[config.mk]
export PLATFORM = sky130hd
export DESIGN_NAME = swlcu_top
export DESIGN_NICKNAME = d
export VERILOG_FILES = /design/src/swlcu_top.v
export VERILOG_INCLUDE_DIRS = /design/src /design/src/src
export SDC_FILE = /design/constraint.sdc
export NUM_CORES = 2
export LEC_CHECK = 0
export BUFFER_PORTS_ARGS = -buffer_cell sky130_fd_sc_hd__buf_2
export CAP_MARGIN = 15
export CELL_PAD_IN_SITES_DETAIL_PLACEMENT = 1
export CELL_PAD_IN_SITES_GLOBAL_PLACEMENT = 1
export CORE_MARGIN = 2
export CORE_UTILIZATION = 55
export CTS_CLUSTER_DIAMETER = 150
export CTS_CLUSTER_SIZE = 28
export DETAILED_ROUTE_END_ITERATION = 8
export PLACE_DENSITY = 0.91
export SETUP_SLACK_MARGIN = 0.05
export SYNTH_ARGS = -nofsm -noshare
export SYNTH_HDL_FRONTEND = slang
export SYNTH_SLANG_ARGS = --single-unit
export TNS_END_PERCENT = 20
[constraint.sdc]
create_clock -name sys_clk_in -period 129.1 [get_ports sys_clk_in]
set_input_delay 25.82 -clock sys_clk_in [delete_from_list [all_inputs] [get_ports sys_clk_in]]
set_output_delay 25.82 -clock sys_clk_in [all_outputs]
set_load 0.02 [all_outputs]
[src/swlcu_defines.vh]
// Offsets, field positions, reset values and timing for swing/length/count
// Functional notes
// [RULE1] Output frequency swings around set centre
// [RULE2] Zero wobble amplitude gives plain centre frequency
// [RULE3] Mode 0: swing is centre times amplitude
// [RULE4] Mode 1: swing is maximum times amplitude
// [RULE5] Kick is swing times kick percentage; the code caps the percentage at 50 % (SWLCU_KICK_MAX)
// [RULE6] Wobble frequency clamped between minimum and maximum
// [RULE7] Programmable wobble period, default ten seconds
// [RULE8] Rise time is period times rise coefficient
// [RULE9] Fall time is period times remainder
// [RULE10] Length is pulses divided by pulses-per-meter
// [RULE11] Length arrival when length exceeds target
// [RULE12] Length reset input clears accumulated length
// [RULE13] Length pulses wired to length input
// [RULE14] Count pulses wired to count input
// [RULE15] Final count reached: flag and stop
// [RULE16] Intermediate count reached: flag, keep counting
// [RULE17] Keep intermediate target not above final; the code writes ICNT as given and never checks it against FCNT
// [RULE18] Ramp between bounds, kick step at turns
`ifndef SWLCU_DEFINES_VH
`define SWLCU_DEFINES_VH
`define SWLCU_OFF_REF    8'h00
`define SWLCU_OFF_AMP    8'h04
`define SWLCU_OFF_KICK   8'h08
`define SWLCU_OFF_PER    8'h0C
`define SWLCU_OFF_RISE   8'h10
`define SWLCU_OFF_TLEN   8'h14
`define SWLCU_OFF_MLEN   8'h18
`define SWLCU_OFF_PPM    8'h1C
`define SWLCU_OFF_FCNT   8'h20
`define SWLCU_OFF_ICNT   8'h24
`define SWLCU_OFF_CNT    8'h28
`define SWLCU_OFF_STAT   8'h2C
`define SWLCU_OFF_MASK   8'h30
`define SWLCU_OFF_CTRL   8'h34
`define SWLCU_RST_PER    16'h0064
`define SWLCU_RST_RISE   16'h01F4
`define SWLCU_RST_TLEN   16'h03E8
`define SWLCU_RST_PPM    16'h03E8
`define SWLCU_RST_FCNT   16'h03E8
`define SWLCU_RST_ICNT   16'h03E8
`define SWLCU_PCT_FULL   16'h03E8
`define SWLCU_KICK_MAX   16'h01F4
`define SWLCU_PER_MAX    16'h7530
`define SWLCU_ST_LEN     0
`define SWLCU_ST_FIN     1
`define SWLCU_ST_MID     2
`define SWLCU_CTRL_CCLR  0
`define SWLCU_TICK_NS    1000000
`define SWLCU_CLK_NS     50
`endif

[src/swlcu_top.v]
// Swing frequency, fixed length and counting unit with APB registers
`timescale 1ns/1ps
`include "swlcu_defines.vh"
module swlcu_top #(
    parameter TICK_CYC = `SWLCU_TICK_NS / `SWLCU_CLK_NS
) (
    input  wire        sys_clk_in,
    input  wire        rst_b_in,
    input  wire        psel_in,
    input  wire        penable_in,
    input  wire        pwrite_in,
    input  wire [7:0]  paddr_in,
    input  wire [31:0] pwdata_in,
    output reg  [31:0] prdata_out,
    output reg         pready_out,
    output reg         pslverr_out,
    input  wire [15:0] center_freq_in,
    input  wire [15:0] max_freq_in,
    input  wire [15:0] min_freq_in,
    input  wire        count_pulse_in,
    input  wire        length_pulse_in,
    input  wire        length_reset_in,
    output reg  [15:0] freq_out,
    output reg         length_arrive_out,
    output reg         count_final_out,
    output reg         count_mid_out,
    output reg         irq_out
);
    // ------------------------------------------------------------
    // Declarations
    // ------------------------------------------------------------
    localparam DW = 40;
    localparam S_IDLE = 2'b00;
    localparam S_WOB  = 2'b01;
    localparam S_LEN  = 2'b10;
    reg  [15:0] ref_r, amp_r, kick_r, per_r, rise_r, tlen_r;
    reg  [15:0] mlen_r, ppm_r, fcnt_r, icnt_r, cnt_r, mask_r;
    reg  [2:0]  stat_r;
    reg  [31:0] tick_cnt_r;
    reg         tick_r;
    reg  [2:0]  s1_r, s2_r, s3_r;
    reg  [31:0] pulses_r;
    reg         len_dirty_r;
    reg  [21:0] t_r;
    reg         fall_r;
    reg  [1:0]  job_r;
    reg  [5:0]  bit_r;
    reg  [DW-1:0] num_r;
    reg  [DW-1:0] rem_r;
    reg  [21:0] den_r;
    reg  [16:0] woff_r;
    wire [15:0] base;
    wire [31:0] aw_w, kk_w;
    wire [16:0] aw, kick, span;
    wire [21:0] rise_ms, tot_ms, fall_ms, seg_ms;
    wire        wr_en, rd_setup, mapped;
    wire [DW-1:0] rem_sh;
    wire        l_edge, c_edge, lrst;
    reg  [31:0] rd_mux;
    reg  [17:0] f_calc;
    reg         job_fall_r, wfall_r;  // Phase of the offset in use
    wire [31:0] rise_w;
    wire [DW-1:0] q_last;

    // Percentage in tenths applied to a value, result in value units
    function [31:0] pct;
        input [16:0] val;
        input [15:0] p;
        begin
            pct = ({15'h0000, val} * {16'h0000, p}) / 32'h0000_03E8;
        end
    endfunction

    // Saturate a wide quotient to 16 bits
    function [15:0] sat16;
        input [DW-1:0] v;
        begin
            sat16 = (|v[DW-1:16]) ? 16'hFFFF : v[15:0];
        end
    endfunction

    // ------------------------------------------------------------
    // Input synchronisers and edge detect
    // ------------------------------------------------------------
    // Bits: 0 count, 1 length pulse, 2 length reset
    always @(posedge sys_clk_in or negedge rst_b_in) begin
        if (!rst_b_in) begin
            s1_r <= 3'b000;
            s2_r <= 3'b000;
            s3_r <= 3'b000;
        end else begin
            s1_r <= {length_reset_in, length_pulse_in, count_pulse_in};
            s2_r <= s1_r;
            s3_r <= s2_r;
        end
    end
    assign c_edge = s2_r[0] & ~s3_r[0];
    assign l_edge = s2_r[1] & ~s3_r[1];
    assign lrst   = s2_r[2];

    // ------------------------------------------------------------
    // Millisecond tick for the wobble timeline
    // ------------------------------------------------------------
    always @(posedge sys_clk_in or negedge rst_b_in) begin
        if (!rst_b_in) begin
            tick_cnt_r <= 32'h0000_0000;
            tick_r     <= 1'b0;
        end else if (tick_cnt_r >= TICK_CYC - 1) begin
            tick_cnt_r <= 32'h0000_0000;
            tick_r     <= 1'b1;
        end else begin
            tick_cnt_r <= tick_cnt_r + 32'h0000_0001;
            tick_r     <= 1'b0;
        end
    end

    // ------------------------------------------------------------
    // Swing, kick and segment lengths
    // ------------------------------------------------------------
    assign base = ref_r[0] ? max_freq_in : center_freq_in; // RULE3 RULE4
    assign aw_w = pct({1'b0, base}, amp_r);                // RULE3 RULE4
    assign aw   = aw_w[16:0];
    // Kick above twice the swing would invert the ramp, so cap it
    assign kk_w = pct(aw, (kick_r > `SWLCU_KICK_MAX) ?
                  `SWLCU_KICK_MAX : kick_r);               // RULE5
    assign kick = kk_w[16:0];
    assign span = {aw[15:0], 1'b0} - kick;                 // RULE18
    // Period in 0.1 s, coefficient in 0.1 percent, result in ms
    assign tot_ms  = per_r * 22'd100;                      // RULE7
    // Product needs 25 bits at the longest period, so divide wide
    assign rise_w  = ({16'h0000, per_r} * {16'h0000, rise_r}) /
                     32'h0000_000A;                        // RULE8
    assign rise_ms = rise_w[21:0];
    assign fall_ms = tot_ms - rise_ms;                     // RULE9
    assign seg_ms  = fall_r ? fall_ms : rise_ms;

    // Phase walk: rise then fall, empty segments skipped
    always @(posedge sys_clk_in or negedge rst_b_in) begin
        if (!rst_b_in) begin
            t_r    <= 22'd0;
            fall_r <= 1'b0;
        end else if (tot_ms == 22'd0) begin
            t_r    <= 22'd0;
            fall_r <= 1'b0;
        end else if (tick_r) begin
            if (t_r + 22'd1 >= seg_ms) begin
                t_r    <= 22'd0;
                fall_r <= ~fall_r;                         // RULE8 RULE9
            end else begin
                t_r <= t_r + 22'd1;
            end
        end
    end

    // ------------------------------------------------------------
    // Shared serial divider: wobble ramp and length
    // ------------------------------------------------------------
    // One divider serves both jobs; a tick under 41 clocks skips updates
    assign rem_sh = {rem_r[DW-2:0], num_r[DW-1]};
    assign q_last = {num_r[DW-2:0], rem_sh >= {18'd0, den_r}};
    always @(posedge sys_clk_in or negedge rst_b_in) begin
        if (!rst_b_in) begin
            job_r  <= S_IDLE;
            bit_r  <= 6'd0;
            num_r  <= {DW{1'b0}};
            rem_r  <= {DW{1'b0}};
            den_r  <= 22'd0;
            woff_r <= 17'd0;
            mlen_r <= 16'h0000;
            job_fall_r <= 1'b0;
            wfall_r    <= 1'b0;
        end else begin
            case (job_r)
                S_IDLE: begin
                    rem_r <= {DW{1'b0}};
                    bit_r <= 6'd0;
                    if (tick_r && seg_ms != 22'd0) begin
                        job_r <= S_WOB;
                        // End-of-tick offset lets the ramp reach the peak
                        num_r <= {6'd0, span} *
                                 {18'd0, t_r + 22'h00_0001};   // RULE18
                        job_fall_r <= fall_r;
                        den_r <= seg_ms;
                    end else if (len_dirty_r && ppm_r != 16'h0000) begin
                        job_r <= S_LEN;                    // RULE10
                        num_r <= {8'h00, pulses_r} * 40'd10;
                        den_r <= {6'd0, ppm_r};
                    end
                end
                S_WOB, S_LEN: begin
                    if (rem_sh >= {18'd0, den_r}) begin
                        rem_r <= rem_sh - {18'd0, den_r};
                        num_r <= {num_r[DW-2:0], 1'b1};
                    end else begin
                        rem_r <= rem_sh;
                        num_r <= {num_r[DW-2:0], 1'b0};
                    end
                    if (bit_r == DW - 1) begin
                        job_r <= S_IDLE;
                        if (job_r == S_WOB) begin
                            woff_r  <= (q_last >= {23'd0, span}) ?
                                       span : q_last[16:0];
                            wfall_r <= job_fall_r;
                        end else begin
                            mlen_r <= sat16(q_last);           // RULE10
                        end
                    end
                    bit_r <= bit_r + 6'd1;
                end
                default: job_r <= S_IDLE;
            endcase
            if (lrst) begin
                mlen_r <= 16'h0000;                        // RULE12
                // Drop a division still holding pulses from before the clear
                if (job_r == S_LEN)
                    job_r <= S_IDLE;                       // RULE12
            end
        end
    end

    // ------------------------------------------------------------
    // Length pulse accumulation
    // ------------------------------------------------------------
    always @(posedge sys_clk_in or negedge rst_b_in) begin
        if (!rst_b_in) begin
            pulses_r    <= 32'h0000_0000;
            len_dirty_r <= 1'b0;
        end else if (lrst) begin
            pulses_r    <= 32'h0000_0000;              // RULE12
            len_dirty_r <= 1'b0;
        end else begin
            if (l_edge && pulses_r != 32'hFFFF_FFFF)
                pulses_r <= pulses_r + 32'h0000_0001;
            if (l_edge)
                len_dirty_r <= 1'b1;
            else if (job_r == S_IDLE && !tick_r)
                len_dirty_r <= 1'b0;
        end
    end

    // ------------------------------------------------------------
    // Frequency output with clamp
    // ------------------------------------------------------------
    // Ramps lo+kick..hi rising, hi-kick..lo falling
    always @* begin
        if (amp_r == 16'h0000 || tot_ms == 22'd0)
            f_calc = {2'b00, center_freq_in};              // RULE2
        else if (!wfall_r)
            f_calc = {2'b00, center_freq_in} - {1'b0, aw}
                     + {1'b0, kick} + {1'b0, woff_r};      // RULE1 RULE18
        else
            f_calc = {2'b00, center_freq_in} + {1'b0, aw}
                     - {1'b0, kick} - {1'b0, woff_r};      // RULE1 RULE18
    end

    always @(posedge sys_clk_in or negedge rst_b_in) begin
        if (!rst_b_in)
            freq_out <= 16'h0000;
        else if (f_calc[17] || f_calc < {2'b00, min_freq_in})
            freq_out <= min_freq_in;                       // RULE6
        else if (f_calc > {2'b00, max_freq_in})
            freq_out <= max_freq_in;                       // RULE6
        else
            freq_out <= f_calc[15:0];
    end

    // ------------------------------------------------------------
    // APB slave
    // ------------------------------------------------------------
    // No wait state: ready rises in the first access cycle
    assign rd_setup = psel_in & ~penable_in;
    assign wr_en    = psel_in & penable_in & pready_out & pwrite_in;
    assign mapped   = (paddr_in[1:0] == 2'b00) &&
                      (paddr_in <= `SWLCU_OFF_CTRL);

    always @* begin
        case (paddr_in)
            `SWLCU_OFF_REF:  rd_mux = {16'h0000, ref_r};
            `SWLCU_OFF_AMP:  rd_mux = {16'h0000, amp_r};
            `SWLCU_OFF_KICK: rd_mux = {16'h0000, kick_r};
            `SWLCU_OFF_PER:  rd_mux = {16'h0000, per_r};
            `SWLCU_OFF_RISE: rd_mux = {16'h0000, rise_r};
            `SWLCU_OFF_TLEN: rd_mux = {16'h0000, tlen_r};
            `SWLCU_OFF_MLEN: rd_mux = {16'h0000, mlen_r};
            `SWLCU_OFF_PPM:  rd_mux = {16'h0000, ppm_r};
            `SWLCU_OFF_FCNT: rd_mux = {16'h0000, fcnt_r};
            `SWLCU_OFF_ICNT: rd_mux = {16'h0000, icnt_r};
            `SWLCU_OFF_CNT:  rd_mux = {16'h0000, cnt_r};
            `SWLCU_OFF_STAT: rd_mux = {29'h0, stat_r};
            `SWLCU_OFF_MASK: rd_mux = {16'h0000, mask_r};
            default:         rd_mux = 32'h0000_0000;
        endcase
    end

    always @(posedge sys_clk_in or negedge rst_b_in) begin
        if (!rst_b_in) begin
            pready_out  <= 1'b0;
            pslverr_out <= 1'b0;
            prdata_out  <= 32'h0000_0000;
        end else begin
            pready_out  <= rd_setup;
            pslverr_out <= rd_setup & ~mapped;
            // Writes return zero so a refused access never echoes data
            if (rd_setup)
                prdata_out <= pwrite_in ? 32'h0000_0000 : rd_mux;
        end
    end

    // Configuration registers; the measured length is set by hardware
    always @(posedge sys_clk_in or negedge rst_b_in) begin
        if (!rst_b_in) begin
            ref_r  <= 16'h0000;
            amp_r  <= 16'h0000;
            kick_r <= 16'h0000;
            per_r  <= `SWLCU_RST_PER;                      // RULE7
            rise_r <= `SWLCU_RST_RISE;
            tlen_r <= `SWLCU_RST_TLEN;
            ppm_r  <= `SWLCU_RST_PPM;
            fcnt_r <= `SWLCU_RST_FCNT;
            icnt_r <= `SWLCU_RST_ICNT;
            mask_r <= 16'h0000;
        end else if (wr_en) begin
            case (paddr_in)
                `SWLCU_OFF_REF:  ref_r  <= {15'h0000, pwdata_in[0]};
                `SWLCU_OFF_AMP:  amp_r  <= pwdata_in[15:0] >
                                 `SWLCU_PCT_FULL ? `SWLCU_PCT_FULL :
                                 pwdata_in[15:0];
                `SWLCU_OFF_KICK: kick_r <= pwdata_in[15:0];
                `SWLCU_OFF_PER:  per_r  <= pwdata_in[15:0] >
                                 `SWLCU_PER_MAX ? `SWLCU_PER_MAX :
                                 pwdata_in[15:0];          // RULE7
                `SWLCU_OFF_RISE: rise_r <= pwdata_in[15:0] >
                                 `SWLCU_PCT_FULL ? `SWLCU_PCT_FULL :
                                 pwdata_in[15:0];
                `SWLCU_OFF_TLEN: tlen_r <= pwdata_in[15:0];
                `SWLCU_OFF_PPM:  ppm_r  <= pwdata_in[15:0];
                `SWLCU_OFF_FCNT: fcnt_r <= pwdata_in[15:0];
                `SWLCU_OFF_ICNT: icnt_r <= pwdata_in[15:0];
                `SWLCU_OFF_MASK: mask_r <= {13'h0000, pwdata_in[2:0]};
                default: ;
            endcase
        end
    end

    // ------------------------------------------------------------
    // Pulse counter
    // ------------------------------------------------------------
    always @(posedge sys_clk_in or negedge rst_b_in) begin
        if (!rst_b_in)
            cnt_r <= 16'h0000;
        else if (wr_en && paddr_in == `SWLCU_OFF_CTRL &&
                 pwdata_in[`SWLCU_CTRL_CCLR])
            cnt_r <= 16'h0000;
        else if (c_edge && cnt_r < fcnt_r)
            cnt_r <= cnt_r + 16'h0001;                     // RULE15 RULE16
    end

    // ------------------------------------------------------------
    // Indications, sticky status and interrupt
    // ------------------------------------------------------------
    // Set wins over a write-one clear in the same cycle
    always @(posedge sys_clk_in or negedge rst_b_in) begin
        if (!rst_b_in) begin
            length_arrive_out <= 1'b0;
            count_final_out   <= 1'b0;
            count_mid_out     <= 1'b0;
            stat_r            <= 3'b000;
            irq_out           <= 1'b0;
        end else begin
            length_arrive_out <= mlen_r > tlen_r;          // RULE11
            count_final_out   <= cnt_r >= fcnt_r;          // RULE15
            count_mid_out     <= cnt_r >= icnt_r;          // RULE16
            stat_r <= (stat_r & ~((wr_en &&
                      paddr_in == `SWLCU_OFF_STAT) ?
                      pwdata_in[2:0] : 3'b000)) |
                      {~count_mid_out & (cnt_r >= icnt_r),
                       ~count_final_out & (cnt_r >= fcnt_r),
                       ~length_arrive_out & (mlen_r > tlen_r)};
            irq_out <= |(stat_r & mask_r[2:0]);
        end
    end
endmodule // swlcu_top

==> impl_metrics.json <==
{
  "grt_pass1_vias": 85600,
  "cp_slowest_stage_delay_ns": 1.01,
  "cap_violations": 0,
  "synth.cell_area_sq_um": 83500,
  "drv_slew": 0,
  "hold_buffers": 0,
  "tightest_slew_ns": 1.23,
  "netlist_instances": 10100,
  "postCtsSetupRepairBufs": 0,
  "avgSynthCellArea_sq_um": 8.29,
  "timing.slew.headroom_pct": 17.7,
  "crit_type": "primary input to register",
  "totalWireLength_mm": 300,
  "crit_path_top_delay_cell": "o41ai_4",
  "wl_per_cell_microns": 24.8,
  "crit_top_cell": "o21ai_0",
  "synth_edf_count": 0,
  "ys_seq_elements": 430,
  "num_rows": 142,
  "numPortBuffers": 117,
  "grt_util_all_layers_pct": 38.0,
  "drtAntennaViolNets": 0,
  "outcome": "complete, but fails checks",
  "ys_async_sr_fraction_pct": 100,
  "gp_congestion": 0.929,
  "ys_seq_area_share_pct": 12.9,
  "hp-class": "register to register",
  "crit_path_end_kind": "register",
  "cts-root-buf": "clkbuf_16",
  "required_ns": 129.64,
  "rr_worst_depth": 237,
  "post_cts_resized": 0,
  "core_region_area_sq_um": 150000,
  "fmax_mhz": 10.3,
  "yosysTopAreaCell": "fa_1",
  "clk_pin_slew_ns": 0.13,
  "dp_hpwl_mm": 235,
  "critical_path.max_fanout": 22,
  "clock_path_buffers": 3,
  "skew_ns": 0.0728,
  "synth_ff_type": "dfrtp_1",
  "numCtsBuffers": 21,
  "startpoint_type": "primary input",
  "vias_per_cell": 6.36,
  "yosys_warnings": 0,
  "num_vias": 76900,
  "drtIter0Drc": 5929,
  "period_minus_slack_ns": 97.27,
  "drt_first_pass_iters": 9,
  "clock_sinks": 430,
  "grt_pass1_wl_mm": 471,
  "overflow": 0,
  "hold_depth": 0,
  "initial_core_util_pct": 55.5,
  "hold_violations": 0,
  "grt_max_degree": 189,
  "antenna_found_initial": 26,
  "final_nets": 11900,
  "fin_crit_sh_pct": 75.3,
  "die_h_microns": 394,
  "finalSetupTns_ns": 0,
  "worstSkewPairLatency_ns": 0.67,
  "setup_violations": 0,
  "violations": "design-rule violations",
  "ios": 150,
  "die_x_microns": 394,
  "h-tree-depth": 1,
  "drcViolationCount": 1,
  "rsz0062_at_grt": "false",
  "final_layout_size_suffix_gt1_share_pct": 6.22,
  "dieArea_sq_um": 155000,
  "synthToLayoutAreaGrowth_pct": 4.04,
  "synth_area_leaders": "fa_1 23%, dfrtp_1 12%, ha_1 11%",
  "reg2reg_slack_ns": 56.47,
  "synth_cell_types": 165,
  "cts_tree": "built",
  "critPathArrivalTime_ns": 97.81,
  "synth.top_cell.area_share_pct": 23.3
}
[per-stage QoR]
step | util, % | worst slack, ns | cells | hold WS (ns) | instance area (sq um)
finish | 57.8 | 31.83 | 12100 | 0.364 | 86800
detailed placement | 57.3 | 32.17 | 12000 | 0.336 | 86100
global placement | 57.3 | 35.24 | 12000 | 0.334 | 86100
global route | 57.8 | 27.90 | 12100 | 0.374 | 86800
CTS | 57.7 | 32.65 | 12100 | 0.365 | 86800
floorplan | - | 49.28 | 10200 | 0.331 | 84000
[Yosys cell counts, types with 21 or more instances]
master and count:
clkbuf_1 280, a21boi_0 37, and3_1 60, buf_1 29
nor2b_1 92, nor3_1 169, a22oi_1 32, nand2b_1 118
a21o_1 143, nand4_1 86, buf_4 45, a21oi_1 461
o31ai_1 24, and2_1 260, dfrtp_1 397, nand2_1 1195
mux2_2 91, nor2_1 712, a221oi_1 61, xnor2_1 325
inv_1 1554, nand3_1 149, o21a_1 43, buf_2 38
or4_1 22, or3_1 41, a22o_1 41, ha_1 754
o21bai_1 84, o22ai_1 26, or2_2 36, fa_1 973
mux2i_1 145, a211o_1 21, dfstp_2 33, a211oi_1 64
a31oi_1 69, o211ai_1 53, o21ai_0 477, o21ai_1 48
nor4_1 65, xor2_1 158
[metal layers]
metal	track usage (%)	wire length (microns)
met1	44.4	111000
met2	64.2	144000
met3	7.37	23900
met4	24.1	21500
met5	0	248
[placed cells by master, fill, tap and decap left out, types with 22 or more instances in the layout]
cell,count
mux2i_1,145
and2_1,260
buf_2,116
nor3_1,167
xor2_1,154
o21ai_0,467
a21boi_0,37
or3_1,41
a211oi_1,64
or4_1,22
buf_4,101
nand2_1,1194
or2_2,36
nor2b_1,92
o21bai_1,84
inv_1,1554
nor4_1,64
a21o_1,143
a31oi_1,69
mux2_2,91
a21oi_1,460
a221oi_1,61
a22oi_1,32
dfstp_2,33
conb_1,151
nand2b_1,118
dfrtp_1,396
fa_1,973
o22ai_1,26
nand3_1,149
nor2_1,711
ha_1,754
o31ai_1,24
xnor2_1,321
nand4_1,86
and3_1,60
o21a_1,43
o21ai_1,47
o211ai_1,53
a22o_1,41
[state kept, by name, summed over array words and instances (netlist names), 17 cells and up]
| signal | count |
|---|---|
| den_r | 22 |
| woff_r | 17 |
| pulses_r | 32 |
| num_r | 40 |
| rem_r | 39 |
| t_r | 22 |
| tick_cnt_r | 32 |
[final cells by class]
type,instances,area [sq um]
antenna,14,35.0
inverter,1575,5920
clock inverter,6,95.1
clock buffer,32,567
tap,2016,2520
timing repair buffer,220,1390
multi-input combinational,7796,65500
fill,18300,63500
sequential,430,10800
[logic make-up (layout without fill, tap and decap cells)]
| family | count (synthesis) | after routing | share of synthesized area, % |
|---|---|---|---|
| buffers and inverters | 1991 | 1833 | 9.42 |
| multiplexers | 251 | 251 | 3.23 |
| AO/OA/AOI/OAI | 2024 | 2024 | 16.6 |
| XOR/XNOR | 494 | 494 | 5.31 |
| other | 2 | 165 | 0.00900 |
| flip-flops | 430 | 430 | 12.9 |
| AND/OR/NAND/NOR | 3130 | 3130 | 17.6 |
| adder cells (fa/ha/maj) | 1746 | 1746 | 34.9 |
[critical path: cells and delay by family]
kind,cells,cell delay (ns)
and+or+nand+nor,60,14.90
AOI/OAI and AO/OA,98,29.85
xor gates and xnor gates,14,5.57
muxes,14,6.80
adders and majority gates,22,9.80
buffers and inverters,30,4.82
[final timing paths]
kind	from	end
worst max-delay path	center_freq_in[11]	num_r[38]
worst min-delay path	s1_r[2]	s2_r[2]
worst max register to register	ref_r[0]	num_r[38]
worst min register to register	s1_r[2]	s2_r[2]
max in group asynchronous	rst_b_in	freq_out[11]
min in group asynchronous	rst_b_in	num_r[30]
Power is not shown: default switching activity piles up to over one toggle a cycle in this logic, so the estimate is an artifact.
